<file path="src/verilog/pmc_cfg.svh">
/*
  pmc_cfg.svh: offsets, field positions, mode codes, vector offsets,
  reset values and sizes of the processor mode control block.
  Assumes it is included by bare name; definitions only.
*/
`ifndef PMC_CFG_SVH
`define PMC_CFG_SVH

// ==========================================================
// mode field codes
`define PMC_MODE_USER    5'h10
`define PMC_MODE_FIQ     5'h11
`define PMC_MODE_IRQ     5'h12
`define PMC_MODE_SVC     5'h13
`define PMC_MODE_ABT     5'h17
`define PMC_MODE_UND     5'h1b
`define PMC_MODE_SYS     5'h1f
`define PMC_NMODES       7

// ==========================================================
// status word layout
`define PMC_FLAGS_MSB    31
`define PMC_FLAGS_LSB    28
`define PMC_BIT_IRQ_MASK 7
`define PMC_BIT_FIQ_MASK 6
`define PMC_BIT_COMPACT  5
`define PMC_MODE_MSB     4
`define PMC_MODE_LSB     0

// ==========================================================
// register offsets
`define PMC_OFS_STATUS   8'h00
`define PMC_OFS_SAVED    8'h04
`define PMC_OFS_SP       8'h08
`define PMC_OFS_CTRL     8'h0c
`define PMC_OFS_WBUF     8'h10
`define PMC_OFS_MAC      8'h14
`define PMC_BIT_REFUSED  0
`define PMC_BIT_BIG_END  1
`define PMC_WBUF_ADDR_LSB 8

// ==========================================================
// exception vector offsets
`define PMC_VEC_RESET    8'h00
`define PMC_VEC_UNDEF    8'h04
`define PMC_VEC_SWI      8'h08
`define PMC_VEC_PABT     8'h0c
`define PMC_VEC_DABT     8'h10
`define PMC_VEC_IRQ      8'h18
`define PMC_VEC_FIQ      8'h1c

// ==========================================================
// reset values and sizes
`define PMC_RST_MODE     5'h13
`define PMC_RST_FLAGS    4'h0
`define PMC_WB_WORDS     16
`define PMC_WB_ADDRS     4

`endif

</file>
<file path="src/verilog/pmc_pkg.sv">
/*
  pmc_pkg: types of the processor mode control block.
  Assumes pmc_cfg.svh is on the include path.
*/
`include "pmc_cfg.svh"

package pmc_pkg;

  // ==========================================================
  // types
  typedef logic [4:0] pmc_mode_t;

  typedef enum logic [2:0] {
    PMC_EXC_NONE,
    PMC_EXC_DABT,
    PMC_EXC_FIQ,
    PMC_EXC_IRQ,
    PMC_EXC_PABT,
    PMC_EXC_UNDEF,
    PMC_EXC_SWI
  } pmc_exc_t;

  typedef struct packed {
    logic [3:0]                    flags;
    logic                          irq_mask;
    logic                          fiq_mask;
    logic                          compact;
    pmc_mode_t                     mode;
    logic                          privileged;
    logic [`PMC_NMODES-1:0][31:0]  sp_bank;
    logic [`PMC_NMODES-1:0][11:0]  saved_bank;
    logic [31:0]                   sp;
    logic [31:0]                   rdata;
    logic [31:0]                   mac_acc;
    logic                          exc_taken;
    logic [7:0]                    vector;
    logic [4:0]                    wb_words;
    logic [2:0]                    wb_addrs;
    logic                          wb_ready;
    logic                          refused;
  } pmc_state_t;

endpackage

</file>
<file path="src/verilog/pmc_mac.sv">
/*
  pmc_mac: combinational 32 x 16 signed multiply-accumulate.
  Assumes the caller registers the result, so one operation per cycle.
*/
module pmc_mac #(
  parameter int AW = 32, // multiplicand width
  parameter int BW = 16  // multiplier width
) (
  input  wire logic [AW-1:0] acc_in,  // running accumulator
  input  wire logic          clear,   // start from zero
  input  wire logic [AW-1:0] op_a,    // multiplicand
  input  wire logic [BW-1:0] op_b,    // multiplier
  output logic      [AW-1:0] result   // new accumulator
);

  logic signed [AW+BW-1:0] product;
  logic        [AW-1:0]    base;

  // ==========================================================
  // single-cycle multiply-accumulate, low word kept
  always_comb begin
    product = $signed(op_a) * $signed(op_b);
    base    = clear ? '0 : acc_in;
    result  = base + product[AW-1:0];
  end

endmodule

</file>
<file path="src/verilog/pmc_core.sv">
/*
  pmc_core: instruction state, operating mode, exception entry,
  banked stack pointers, write buffer occupancy and the MAC datapath.
  Assumes decode/execute logic and interrupt sources drive one-cycle
  event pulses (interrupt requests are levels) synchronous to clk,
  and a register master with one-cycle strobes.
*/
// Behaviour
// RULE1: two instruction states, 32-bit and 16-bit; only branch-exchange switches them.
// RULE2: seven modes: user, fast irq, irq, supervisor, abort, system, undefined.
// RULE3: user is the only unprivileged mode; all others are privileged.
// RULE4: software mode changes are honoured only from a privileged mode.
// RULE5: user reaches supervisor through the software interrupt instruction.
// RULE6: a taken normal interrupt enters normal interrupt mode.
// RULE7: a taken fast interrupt enters fast interrupt mode.
// RULE8: data abort or prefetch abort enters abort mode.
// RULE9: an undefined instruction enters undefined mode.
// RULE10: each mode has its own stack pointer, selected on entry.
// RULE11: write buffer holds up to 16 words and 4 addresses.
// RULE12: memory byte order is always little-endian, no big-endian option.
// RULE13: 32 by 16 multiply-accumulate completes in one cycle.
// RULE14: mode codes 10000,10001,10010,10011,10111,11011,11111.
// RULE15: bit 7 masks irq, bit 6 masks fast irq, bit 5 selects 16-bit state.
// RULE16: priority reset, data abort, fast irq, irq, prefetch abort, undef/swi.
// RULE17: software can read current mode and instruction state any time.
`include "pmc_cfg.svh"

module pmc_core
  import pmc_pkg::*;
#(
  parameter int WB_WORDS = `PMC_WB_WORDS, // write buffer data words
  parameter int WB_ADDRS = `PMC_WB_ADDRS  // write buffer addresses
) (
  input  wire logic        clk,             // core clock
  input  wire logic        nrst,            // async reset, active low
  input  wire logic [7:0]  reg_addr,        // register byte address
  input  wire logic [31:0] reg_wdata,       // register write data
  input  wire logic        reg_wr,          // register write strobe
  input  wire logic        reg_rd,          // register read strobe
  output logic      [31:0] reg_rdata,       // read data, cycle after strobe
  input  wire logic        irq_req,         // normal interrupt request level
  input  wire logic        fiq_req,         // fast interrupt request level
  input  wire logic        data_abort,      // data abort pulse
  input  wire logic        prefetch_abort,  // prefetch abort pulse
  input  wire logic        undef_instr,     // undefined encoding executed
  input  wire logic        swi_instr,       // software interrupt executed
  input  wire logic        bx_instr,        // branch-exchange executed
  input  wire logic        bx_to_compact,   // target state of branch-exchange
  input  wire logic        flags_wr,        // alu flags update
  input  wire logic [3:0]  flags_in,        // new alu flags
  input  wire logic        sp_wr,           // stack pointer write
  input  wire logic [31:0] sp_wdata,        // stack pointer value
  input  wire logic        wb_push,         // write word enters buffer
  input  wire logic        wb_push_new,     // pushed word opens an address
  input  wire logic        wb_pop_word,     // word drained to memory
  input  wire logic        wb_pop_addr,     // address entry retired
  input  wire logic        mac_en,          // multiply-accumulate step
  input  wire logic        mac_clear,       // accumulate from zero
  input  wire logic [31:0] mac_a,           // 32-bit operand
  input  wire logic [15:0] mac_b,           // 16-bit operand
  output logic      [4:0]  mode,            // current mode code
  output logic             compact_state,   // 16-bit instruction state
  output logic             privileged,      // privileged execution
  output logic             irq_mask,        // normal interrupts masked
  output logic             fiq_mask,        // fast interrupts masked
  output logic      [31:0] sp,              // stack pointer of current mode
  output logic             exc_taken,       // exception entry pulse
  output logic      [7:0]  exc_vector,      // vector offset of entry
  output logic      [3:0]  flags,           // alu flags
  output logic             wb_ready,        // write buffer can take a word
  output logic             big_endian,      // byte order, always little
  output logic      [31:0] mac_acc          // accumulator
);

  // ==========================================================
  // helpers
  function automatic logic mode_valid(input pmc_mode_t m);
    case (m)
      `PMC_MODE_USER, `PMC_MODE_FIQ, `PMC_MODE_IRQ, `PMC_MODE_SVC,
      `PMC_MODE_ABT, `PMC_MODE_UND, `PMC_MODE_SYS: mode_valid = 1'b1; // see RULE2
      default: mode_valid = 1'b0;
    endcase
  endfunction

  function automatic logic mode_priv(input pmc_mode_t m);
    mode_priv = (m != `PMC_MODE_USER); // see RULE3
  endfunction

  function automatic logic [2:0] mode_idx(input pmc_mode_t m);
    case (m)
      `PMC_MODE_FIQ: mode_idx = 3'h1;
      `PMC_MODE_IRQ: mode_idx = 3'h2;
      `PMC_MODE_SVC: mode_idx = 3'h3;
      `PMC_MODE_ABT: mode_idx = 3'h4;
      `PMC_MODE_UND: mode_idx = 3'h5;
      `PMC_MODE_SYS: mode_idx = 3'h6;
      default:       mode_idx = 3'h0;
    endcase
  endfunction

  function automatic logic [11:0] pack_short(input pmc_state_t s);
    pack_short = {s.flags, s.irq_mask, s.fiq_mask, s.compact, s.mode};
  endfunction

  function automatic logic [31:0] widen(input logic [11:0] w);
    widen = {w[11:8], 20'h0, w[7:0]};
  endfunction

  localparam logic [4:0] WB_WORDS_MAX = 5'(WB_WORDS);
  localparam logic [2:0] WB_ADDRS_MAX = 3'(WB_ADDRS);

  // ==========================================================
  // state
  pmc_state_t  st_ff;
  pmc_state_t  nxt_st;
  pmc_exc_t    exc;
  logic [31:0] mac_result;
  logic [2:0]  cur_idx;
  logic [11:0] pre_word;
  logic        push_ok;
  logic        push_new_ok;

  pmc_mac #(
    .AW (32),
    .BW (16)
  ) u_mac (
    .acc_in (st_ff.mac_acc),
    .clear  (mac_clear),
    .op_a   (mac_a),
    .op_b   (mac_b),
    .result (mac_result)
  );

  // ==========================================================
  // exception priority
  always_comb begin
    exc = PMC_EXC_NONE;
    if (data_abort) begin // see RULE16
      exc = PMC_EXC_DABT;
    end else if (fiq_req && !st_ff.fiq_mask) begin // see RULE15
      exc = PMC_EXC_FIQ;
    end else if (irq_req && !st_ff.irq_mask) begin // see RULE15
      exc = PMC_EXC_IRQ;
    end else if (prefetch_abort) begin
      exc = PMC_EXC_PABT;
    end else if (undef_instr) begin
      exc = PMC_EXC_UNDEF;
    end else if (swi_instr) begin
      exc = PMC_EXC_SWI;
    end
  end

  // ==========================================================
  // next state
  always_comb begin
    nxt_st           = st_ff;
    nxt_st.exc_taken = 1'b0;
    nxt_st.rdata     = 32'h0;
    cur_idx          = mode_idx(st_ff.mode);
    push_ok          = 1'b0;
    push_new_ok      = 1'b0;

    // software write of the status word
    if (reg_wr && reg_addr == `PMC_OFS_STATUS) begin
      nxt_st.flags = reg_wdata[`PMC_FLAGS_MSB:`PMC_FLAGS_LSB];
      if (st_ff.privileged && mode_valid(reg_wdata[`PMC_MODE_MSB:`PMC_MODE_LSB])) begin // see RULE4
        nxt_st.mode     = reg_wdata[`PMC_MODE_MSB:`PMC_MODE_LSB];
        nxt_st.irq_mask = reg_wdata[`PMC_BIT_IRQ_MASK];
        nxt_st.fiq_mask = reg_wdata[`PMC_BIT_FIQ_MASK];
      end else if (reg_wdata[`PMC_MODE_MSB:`PMC_MODE_LSB] != st_ff.mode ||
                   reg_wdata[`PMC_BIT_IRQ_MASK] != st_ff.irq_mask ||
                   reg_wdata[`PMC_BIT_FIQ_MASK] != st_ff.fiq_mask) begin
        nxt_st.refused = 1'b1; // see RULE4
      end
      // state bit is not writable here; only branch-exchange moves it
    end

    // refused flag cleared by writing one
    if (reg_wr && reg_addr == `PMC_OFS_CTRL && reg_wdata[`PMC_BIT_REFUSED]) begin
      nxt_st.refused = 1'b0;
    end

    // alu flags from execute win over software
    if (flags_wr) begin
      nxt_st.flags = flags_in;
    end

    // stack pointer of the mode in force this cycle
    if (reg_wr && reg_addr == `PMC_OFS_SP) begin
      nxt_st.sp_bank[cur_idx] = reg_wdata; // see RULE10
    end
    if (sp_wr) begin
      nxt_st.sp_bank[cur_idx] = sp_wdata; // see RULE10
    end

    // instruction state change
    if (bx_instr) begin
      nxt_st.compact = bx_to_compact; // see RULE1
    end

    // exception entry overrides a same-cycle software mode write
    pre_word = pack_short(nxt_st);
    if (exc != PMC_EXC_NONE) begin
      nxt_st.exc_taken = 1'b1;
      nxt_st.irq_mask  = 1'b1;
      case (exc)
        PMC_EXC_DABT: begin
          nxt_st.mode   = `PMC_MODE_ABT; // see RULE8
          nxt_st.vector = `PMC_VEC_DABT;
        end
        PMC_EXC_FIQ: begin
          nxt_st.mode     = `PMC_MODE_FIQ; // see RULE7
          nxt_st.fiq_mask = 1'b1;
          nxt_st.vector   = `PMC_VEC_FIQ;
        end
        PMC_EXC_IRQ: begin
          nxt_st.mode   = `PMC_MODE_IRQ; // see RULE6
          nxt_st.vector = `PMC_VEC_IRQ;
        end
        PMC_EXC_PABT: begin
          nxt_st.mode   = `PMC_MODE_ABT; // see RULE8
          nxt_st.vector = `PMC_VEC_PABT;
        end
        PMC_EXC_UNDEF: begin
          nxt_st.mode   = `PMC_MODE_UND; // see RULE9
          nxt_st.vector = `PMC_VEC_UNDEF;
        end
        PMC_EXC_SWI: begin
          nxt_st.mode   = `PMC_MODE_SVC; // see RULE5
          nxt_st.vector = `PMC_VEC_SWI;
        end
        default: begin
          nxt_st.mode = st_ff.mode;
        end
      endcase
      nxt_st.saved_bank[mode_idx(nxt_st.mode)] = pre_word;
    end

    // derived views of the new mode
    nxt_st.privileged = mode_priv(nxt_st.mode); // see RULE3
    nxt_st.sp         = nxt_st.sp_bank[mode_idx(nxt_st.mode)]; // see RULE10

    // write buffer occupancy
    push_ok     = wb_push && st_ff.wb_ready;
    push_new_ok = push_ok && wb_push_new;
    if (push_ok && !(wb_pop_word && st_ff.wb_words != 5'h0)) begin
      nxt_st.wb_words = st_ff.wb_words + 5'h1; // see RULE11
    end else if (!push_ok && wb_pop_word && st_ff.wb_words != 5'h0) begin
      nxt_st.wb_words = st_ff.wb_words - 5'h1;
    end
    if (push_new_ok && !(wb_pop_addr && st_ff.wb_addrs != 3'h0)) begin
      nxt_st.wb_addrs = st_ff.wb_addrs + 3'h1; // see RULE11
    end else if (!push_new_ok && wb_pop_addr && st_ff.wb_addrs != 3'h0) begin
      nxt_st.wb_addrs = st_ff.wb_addrs - 3'h1;
    end
    // ready only when both a word and an address slot remain
    nxt_st.wb_ready = (nxt_st.wb_words < WB_WORDS_MAX) &&
                      (nxt_st.wb_addrs < WB_ADDRS_MAX); // see RULE11

    // multiply-accumulate
    if (mac_en) begin
      nxt_st.mac_acc = mac_result; // see RULE13
    end

    // register reads, answered from the current state
    if (reg_rd) begin
      case (reg_addr)
        `PMC_OFS_STATUS: begin
          nxt_st.rdata = widen(pack_short(st_ff)); // see RULE17
        end
        `PMC_OFS_SAVED: begin
          if (st_ff.mode != `PMC_MODE_USER && st_ff.mode != `PMC_MODE_SYS) begin
            nxt_st.rdata = widen(st_ff.saved_bank[cur_idx]);
          end
        end
        `PMC_OFS_SP: begin
          nxt_st.rdata = st_ff.sp;
        end
        `PMC_OFS_CTRL: begin
          nxt_st.rdata[`PMC_BIT_REFUSED] = st_ff.refused;
          nxt_st.rdata[`PMC_BIT_BIG_END] = 1'b0; // see RULE12
        end
        `PMC_OFS_WBUF: begin
          nxt_st.rdata[4:0] = st_ff.wb_words;
          nxt_st.rdata[`PMC_WBUF_ADDR_LSB +: 3] = st_ff.wb_addrs;
        end
        `PMC_OFS_MAC: begin
          nxt_st.rdata = st_ff.mac_acc;
        end
        default: begin
          nxt_st.rdata = 32'h0;
        end
      endcase
    end
  end

  // ==========================================================
  // state register, reset acts as the reset exception
  always_ff @(posedge clk or negedge nrst) begin
    if (!nrst) begin
      st_ff            <= '0;
      st_ff.mode       <= `PMC_RST_MODE; // see RULE14
      st_ff.flags      <= `PMC_RST_FLAGS;
      st_ff.irq_mask   <= 1'b1;
      st_ff.fiq_mask   <= 1'b1;
      st_ff.compact    <= 1'b0;
      st_ff.privileged <= 1'b1;
      st_ff.vector     <= `PMC_VEC_RESET;
      st_ff.wb_ready   <= 1'b1;
    end else begin
      st_ff <= nxt_st;
    end
  end

  // ==========================================================
  // outputs
  assign reg_rdata     = st_ff.rdata;
  assign mode          = st_ff.mode;
  assign compact_state = st_ff.compact;  // see RULE15
  assign privileged    = st_ff.privileged;
  assign irq_mask      = st_ff.irq_mask;
  assign fiq_mask      = st_ff.fiq_mask;
  assign sp            = st_ff.sp;
  assign exc_taken     = st_ff.exc_taken;
  assign exc_vector    = st_ff.vector;
  assign flags         = st_ff.flags;
  assign wb_ready      = st_ff.wb_ready;
  assign big_endian    = st_ff.refused & 1'b0; // see RULE12
  assign mac_acc       = st_ff.mac_acc;

endmodule

</file>
<file path="config.mk">
export PLATFORM = sky130hd
export DESIGN_NAME = pmc_core
export DESIGN_NICKNAME = d
export VERILOG_FILES = /design/src/verilog/pmc_pkg.sv /design/src/verilog/pmc_mac.sv /design/src/verilog/pmc_core.sv
export VERILOG_INCLUDE_DIRS = /design/src /design/src/verilog
export SDC_FILE = /design/constraint.sdc
export NUM_CORES = 2
export LEC_CHECK = 0
export ABC_AREA = 1
export BUFFER_PORTS_ARGS = -buffer_cell sky130_fd_sc_hd__buf_2
export CAP_MARGIN = 15
export CORE_MARGIN = 3
export CORE_UTILIZATION = 55
export CTS_BUF_LIST = sky130_fd_sc_hd__clkbuf_16
export CTS_CLUSTER_DIAMETER = 30
export CTS_CLUSTER_SIZE = 10
export DETAILED_ROUTE_END_ITERATION = 10
export PLACE_DENSITY = 0.73
export SYNTH_ARGS = -nofsm -noshare
export SYNTH_HDL_FRONTEND = slang
export SYNTH_SLANG_ARGS = --single-unit
export TNS_END_PERCENT = 30
</file>
<file path="constraint.sdc">
create_clock -name clk -period 14.5 [get_ports clk]
set_input_delay 2.175 -clock clk [delete_from_list [all_inputs] [get_ports clk]]
set_output_delay 2.175 -clock clk [all_outputs]
set_load 0.005 [all_outputs]
</file>
==> flow_metrics.tcl <==
set metrics [dict create \
    grt_pass1_vias 31740 \
    hold_slack_ps 374.6 \
    die_h_um 263.7 \
    cts_tree "yes" \
    port-buffer-count 257 \
    p_switching_mw 5.059 \
    cts_resized 0 \
    grt_max_degree 108 \
    min_period_over_period_pct 52.45 \
    cts_setup_buffers 0 \
    hold_viol_final 0 \
    syn_area_per_cell_um2 7.446 \
    grt_overflow 0 \
    hold_depth 0 \
    r2r_slack_ps 9070 \
    cts_buffers 90 \
    vias 32860 \
    min_to "st_ff[117]" \
    relSlewSlack_pct 33.63 \
    power_frac_comb_pct 63.7 \
    hpwl_um 78050 \
    tns_ps 0 \
    initial_core_util_pct 56.17 \
    ys_types 60 \
    syn_area_mm2 0.03654 \
    rsz0062_at_grt "false" \
    drt_pass1_iterations 7 \
    clock_skew_ps 25.48 \
    min_period_ps 7605 \
    worstSetupPathType "in2reg" \
    antenna_found_initial 16 \
    antenna_left 0 \
    drc 0 \
    hold_path.class "reg2reg" \
    cts_hold_buf 0 \
    routed_wl_um 115300 \
    p_sw_share_pct 48.20 \
    vdd_drop_max_mv 0.3792 \
    power_frac_seq_pct 15.3 \
    async_flop_share_pct 100.0 \
    placed_cells 5650 \
    synth_top_area_share_pct 28.29 \
    ios 264 \
    path_max_fanout 31 \
    startpoint_type "primary input" \
    final_nets 5469 \
    yosys_warnings 0 \
    hold_path.startpoint "st_ff[117]" \
    synth_enable_flop_cells 0 \
    globalplace.congestion 0.9506 \
    fp.dieArea_mm2 0.06956 \
    clk_pin_slew_ps 50 \
    grt_pass1_wl_um 180500 \
    p_int_mw 5.436 \
    clock-sinks 420 \
    clockPowerShare_pct 21.0 \
    rows 93 \
    status "finished, final reports clean" \
    worst_r2r_endpoint "mac_acc[26]" \
    multiInputGateArea_mm2 0.02013 \
    clockBufferDepth 3 \
    wl_per_cell_um 19.78 \
    routed_via_density 5.637 \
    synth_top_area_cell "dfrtp_1" \
    synth_cells 4907 \
    end_kind "register" \
    fill_cells 5742 \
    seqCellArea_mm2 0.01052 \
    drv_cap 0 \
    grt_util_all_layers_pct 32.93 \
    p_leak_nw 22.32 \
    synthTopCellsByArea "dfrtp_1 28%, fa_1 18%, nand2_1 13%" \
    worst_pin_slew_ps 993.2 \
    ctsRootBufferMaster "clkbuf_16" \
    drive_above_1_share_pct 10.67 \
    worstRegToRegCells 21 \
    synth_seq_area_share_pct 28.79 \
    ys_ff_latch 420 \
    drt_iter0_drc 3821 \
    arrival_ps 8080 \
    core-area_mm2 0.06505 \
    timing.rr.start "mac_acc[15]" \
    final_cells 5828 \
    power_density_mw_per_mm2 259.9 \
    fmaxAchievable_ghz 0.1315 \
    synth_flop_cell "dfrtp_1" \
    h-tree-depth 3 \
    clk_latency_ps 640 \
    slew_violations 0 \
    setup_violations 0 \
    dieWidth_um 263.7 \
    area_growth_pct 10.49 \
    cp.required_ps 14970 \
]
[Yosys cell counts (2+ instances only)]
library cell and count:
or4_1 2, inv_1 992, nor3_1 7, a41oi_1 2
nor4_1 6, nor2_1 210, nand4_1 51, nand3_1 342
mux2_2 3, nor3b_1 2, dfstp_2 7, buf_1 6
nand2_2 10, a221oi_1 4, buf_4 131, o22ai_1 30
o211ai_1 38, o21bai_1 2, nand2_1 1226, o21ai_1 37
nand3b_1 5, nor2_2 3, o221ai_1 8, buf_6 9
a21o_1 6, nand3_2 4, a21oi_1 98, nor2_4 4
ha_1 102, dfrtp_1 413, o21ai_0 411, a211oi_1 4
or2_2 18, fa_1 334, xor2_1 23, o2111ai_1 3
buf_2 61, xnor2_1 18, clkinv_1 2, inv_2 19
a31oi_1 37, clkbuf_1 199
[cells by family after synthesis]
kind of cell / Yosys count / synth area share, %
muxes: 3 / 0.09245
DFF: 420 / 28.79
buffers and inverters: 1420 / 16.33
xor gates and xnor gates: 41 / 0.9828
other: 1 / 0.01026
and+or+nand+nor: 1897 / 21.68
AOI/OAI and AO/OA: 689 / 10.32
adders and majority gates: 436 / 21.79
[placed cells by master, fill, tap and decap left out, types with 30 or more instances in the layout]
cell type / Yosys / routed
nand4_1: 51 / 51
ha_1: 102 / 102
inv_1: 992 / 1003
nand3_1: 342 / 340
o211ai_1: 38 / 38
a21oi_1: 98 / 98
nand2_1: 1226 / 1218
nor2_1: 210 / 205
fa_1: 334 / 334
o22ai_1: 30 / 30
clkbuf_16: 0 / 93
dfrtp_1: 413 / 413
a31oi_1: 37 / 37
buf_4: 131 / 33
buf_2: 61 / 256
o21ai_1: 37 / 37
o21ai_0: 411 / 411
[metrics by stage]
| step | instance area, µm² | power (mW) | worst slack (ps) | utilization [%] |
|---|---|---|---|---|
| final | 40370 | 10.49 | 6895 | 62.07 |
| after global routing | 40360 | 11.44 | 6583 | 62.04 |
| after CTS | 40320 | 10.38 | 7007 | 61.99 |
| after detailed placement | 37060 | 8.109 | 6342 | 56.98 |
| after global placement | 37060 | 8.018 | 6453 | 56.98 |
| after floorplan | 36560 | 6.403 | 6918 | - |
[worst max-delay path: stages]
cell and delay (ps):
buf_2 560, nand2_1 170, fa_1 540, fa_1 540
fa_1 520, inv_1 50, fa_1 480, fa_1 490
inv_1 50, fa_1 470, inv_1 40, ha_1 350
nand2_1 120, nor2_1 150, nor3b_1 420, nand4_1 160
nand3_1 180, a21o_1 190, nand3_1 120, nand2_1 90
nand2_1 50, nand3_1 70, o21ai_0 100
[layer usage]
metal / global-route usage (%) / vias to the layer above / part of all wire [%]
li1: - / 14870 / -
met4: 12.26 / 12 / 3.7
met3: 7.833 / 290 / 11
met2: 49.84 / 1777 / 45
met1: 46.31 / 15900 / 40
met5: 0 / - / 0.077
[power groups by stage]
stage          Combinational [mW]  Clock [mW]  Sequential [mW]
2_1_floorplan                4.87           0             1.53
3_3_place_gp                 6.41           0             1.61
3_5_place_dp                 6.49           0             1.61
4_1_cts                      6.56        2.21             1.60
5_1_grt                      7.54        2.28             1.62
6_report                     6.68        2.20             1.61
[registers in the layout, indices dropped and copies added, names as in the netlist]
register       count
irq_mask           1
wb_ready           1
fiq_mask           1
flags              4
mac_acc           32
sp                32
exc_taken          1
compact_state      1
privileged         1
exc_vector         3
reg_rdata         32
mode               5
st_ff            306
[worst max-delay path by stage]
| stage | start | to | cells after the start |
|---|---|---|---|
| 6_report | mac_b[1] | mac_acc[27] | 23 |
| 3_3_place_gp | mac_b[1] | mac_acc[26] | 23 |
| 4_1_cts | mac_b[1] | mac_acc[26] | 23 |
| 5_1_grt | mac_b[1] | mac_acc[27] | 23 |
| 3_5_place_dp | mac_b[1] | mac_acc[26] | 23 |
| 2_1_floorplan | mac_b[7] | mac_acc[26] | 26 |
[layout make-up]
class                   instances  share of cell area, %
diodes                          8                0.04959
repair buffers                292                  3.899
inverters                    1013                  9.422
clock inverters                75                  2.303
flip-flops and latches        420                  26.06
multi-input cells            3072                  49.86
clock buffers                  93                  5.765
well taps                     855                  2.650
Power figures use the tool's default switching activity.
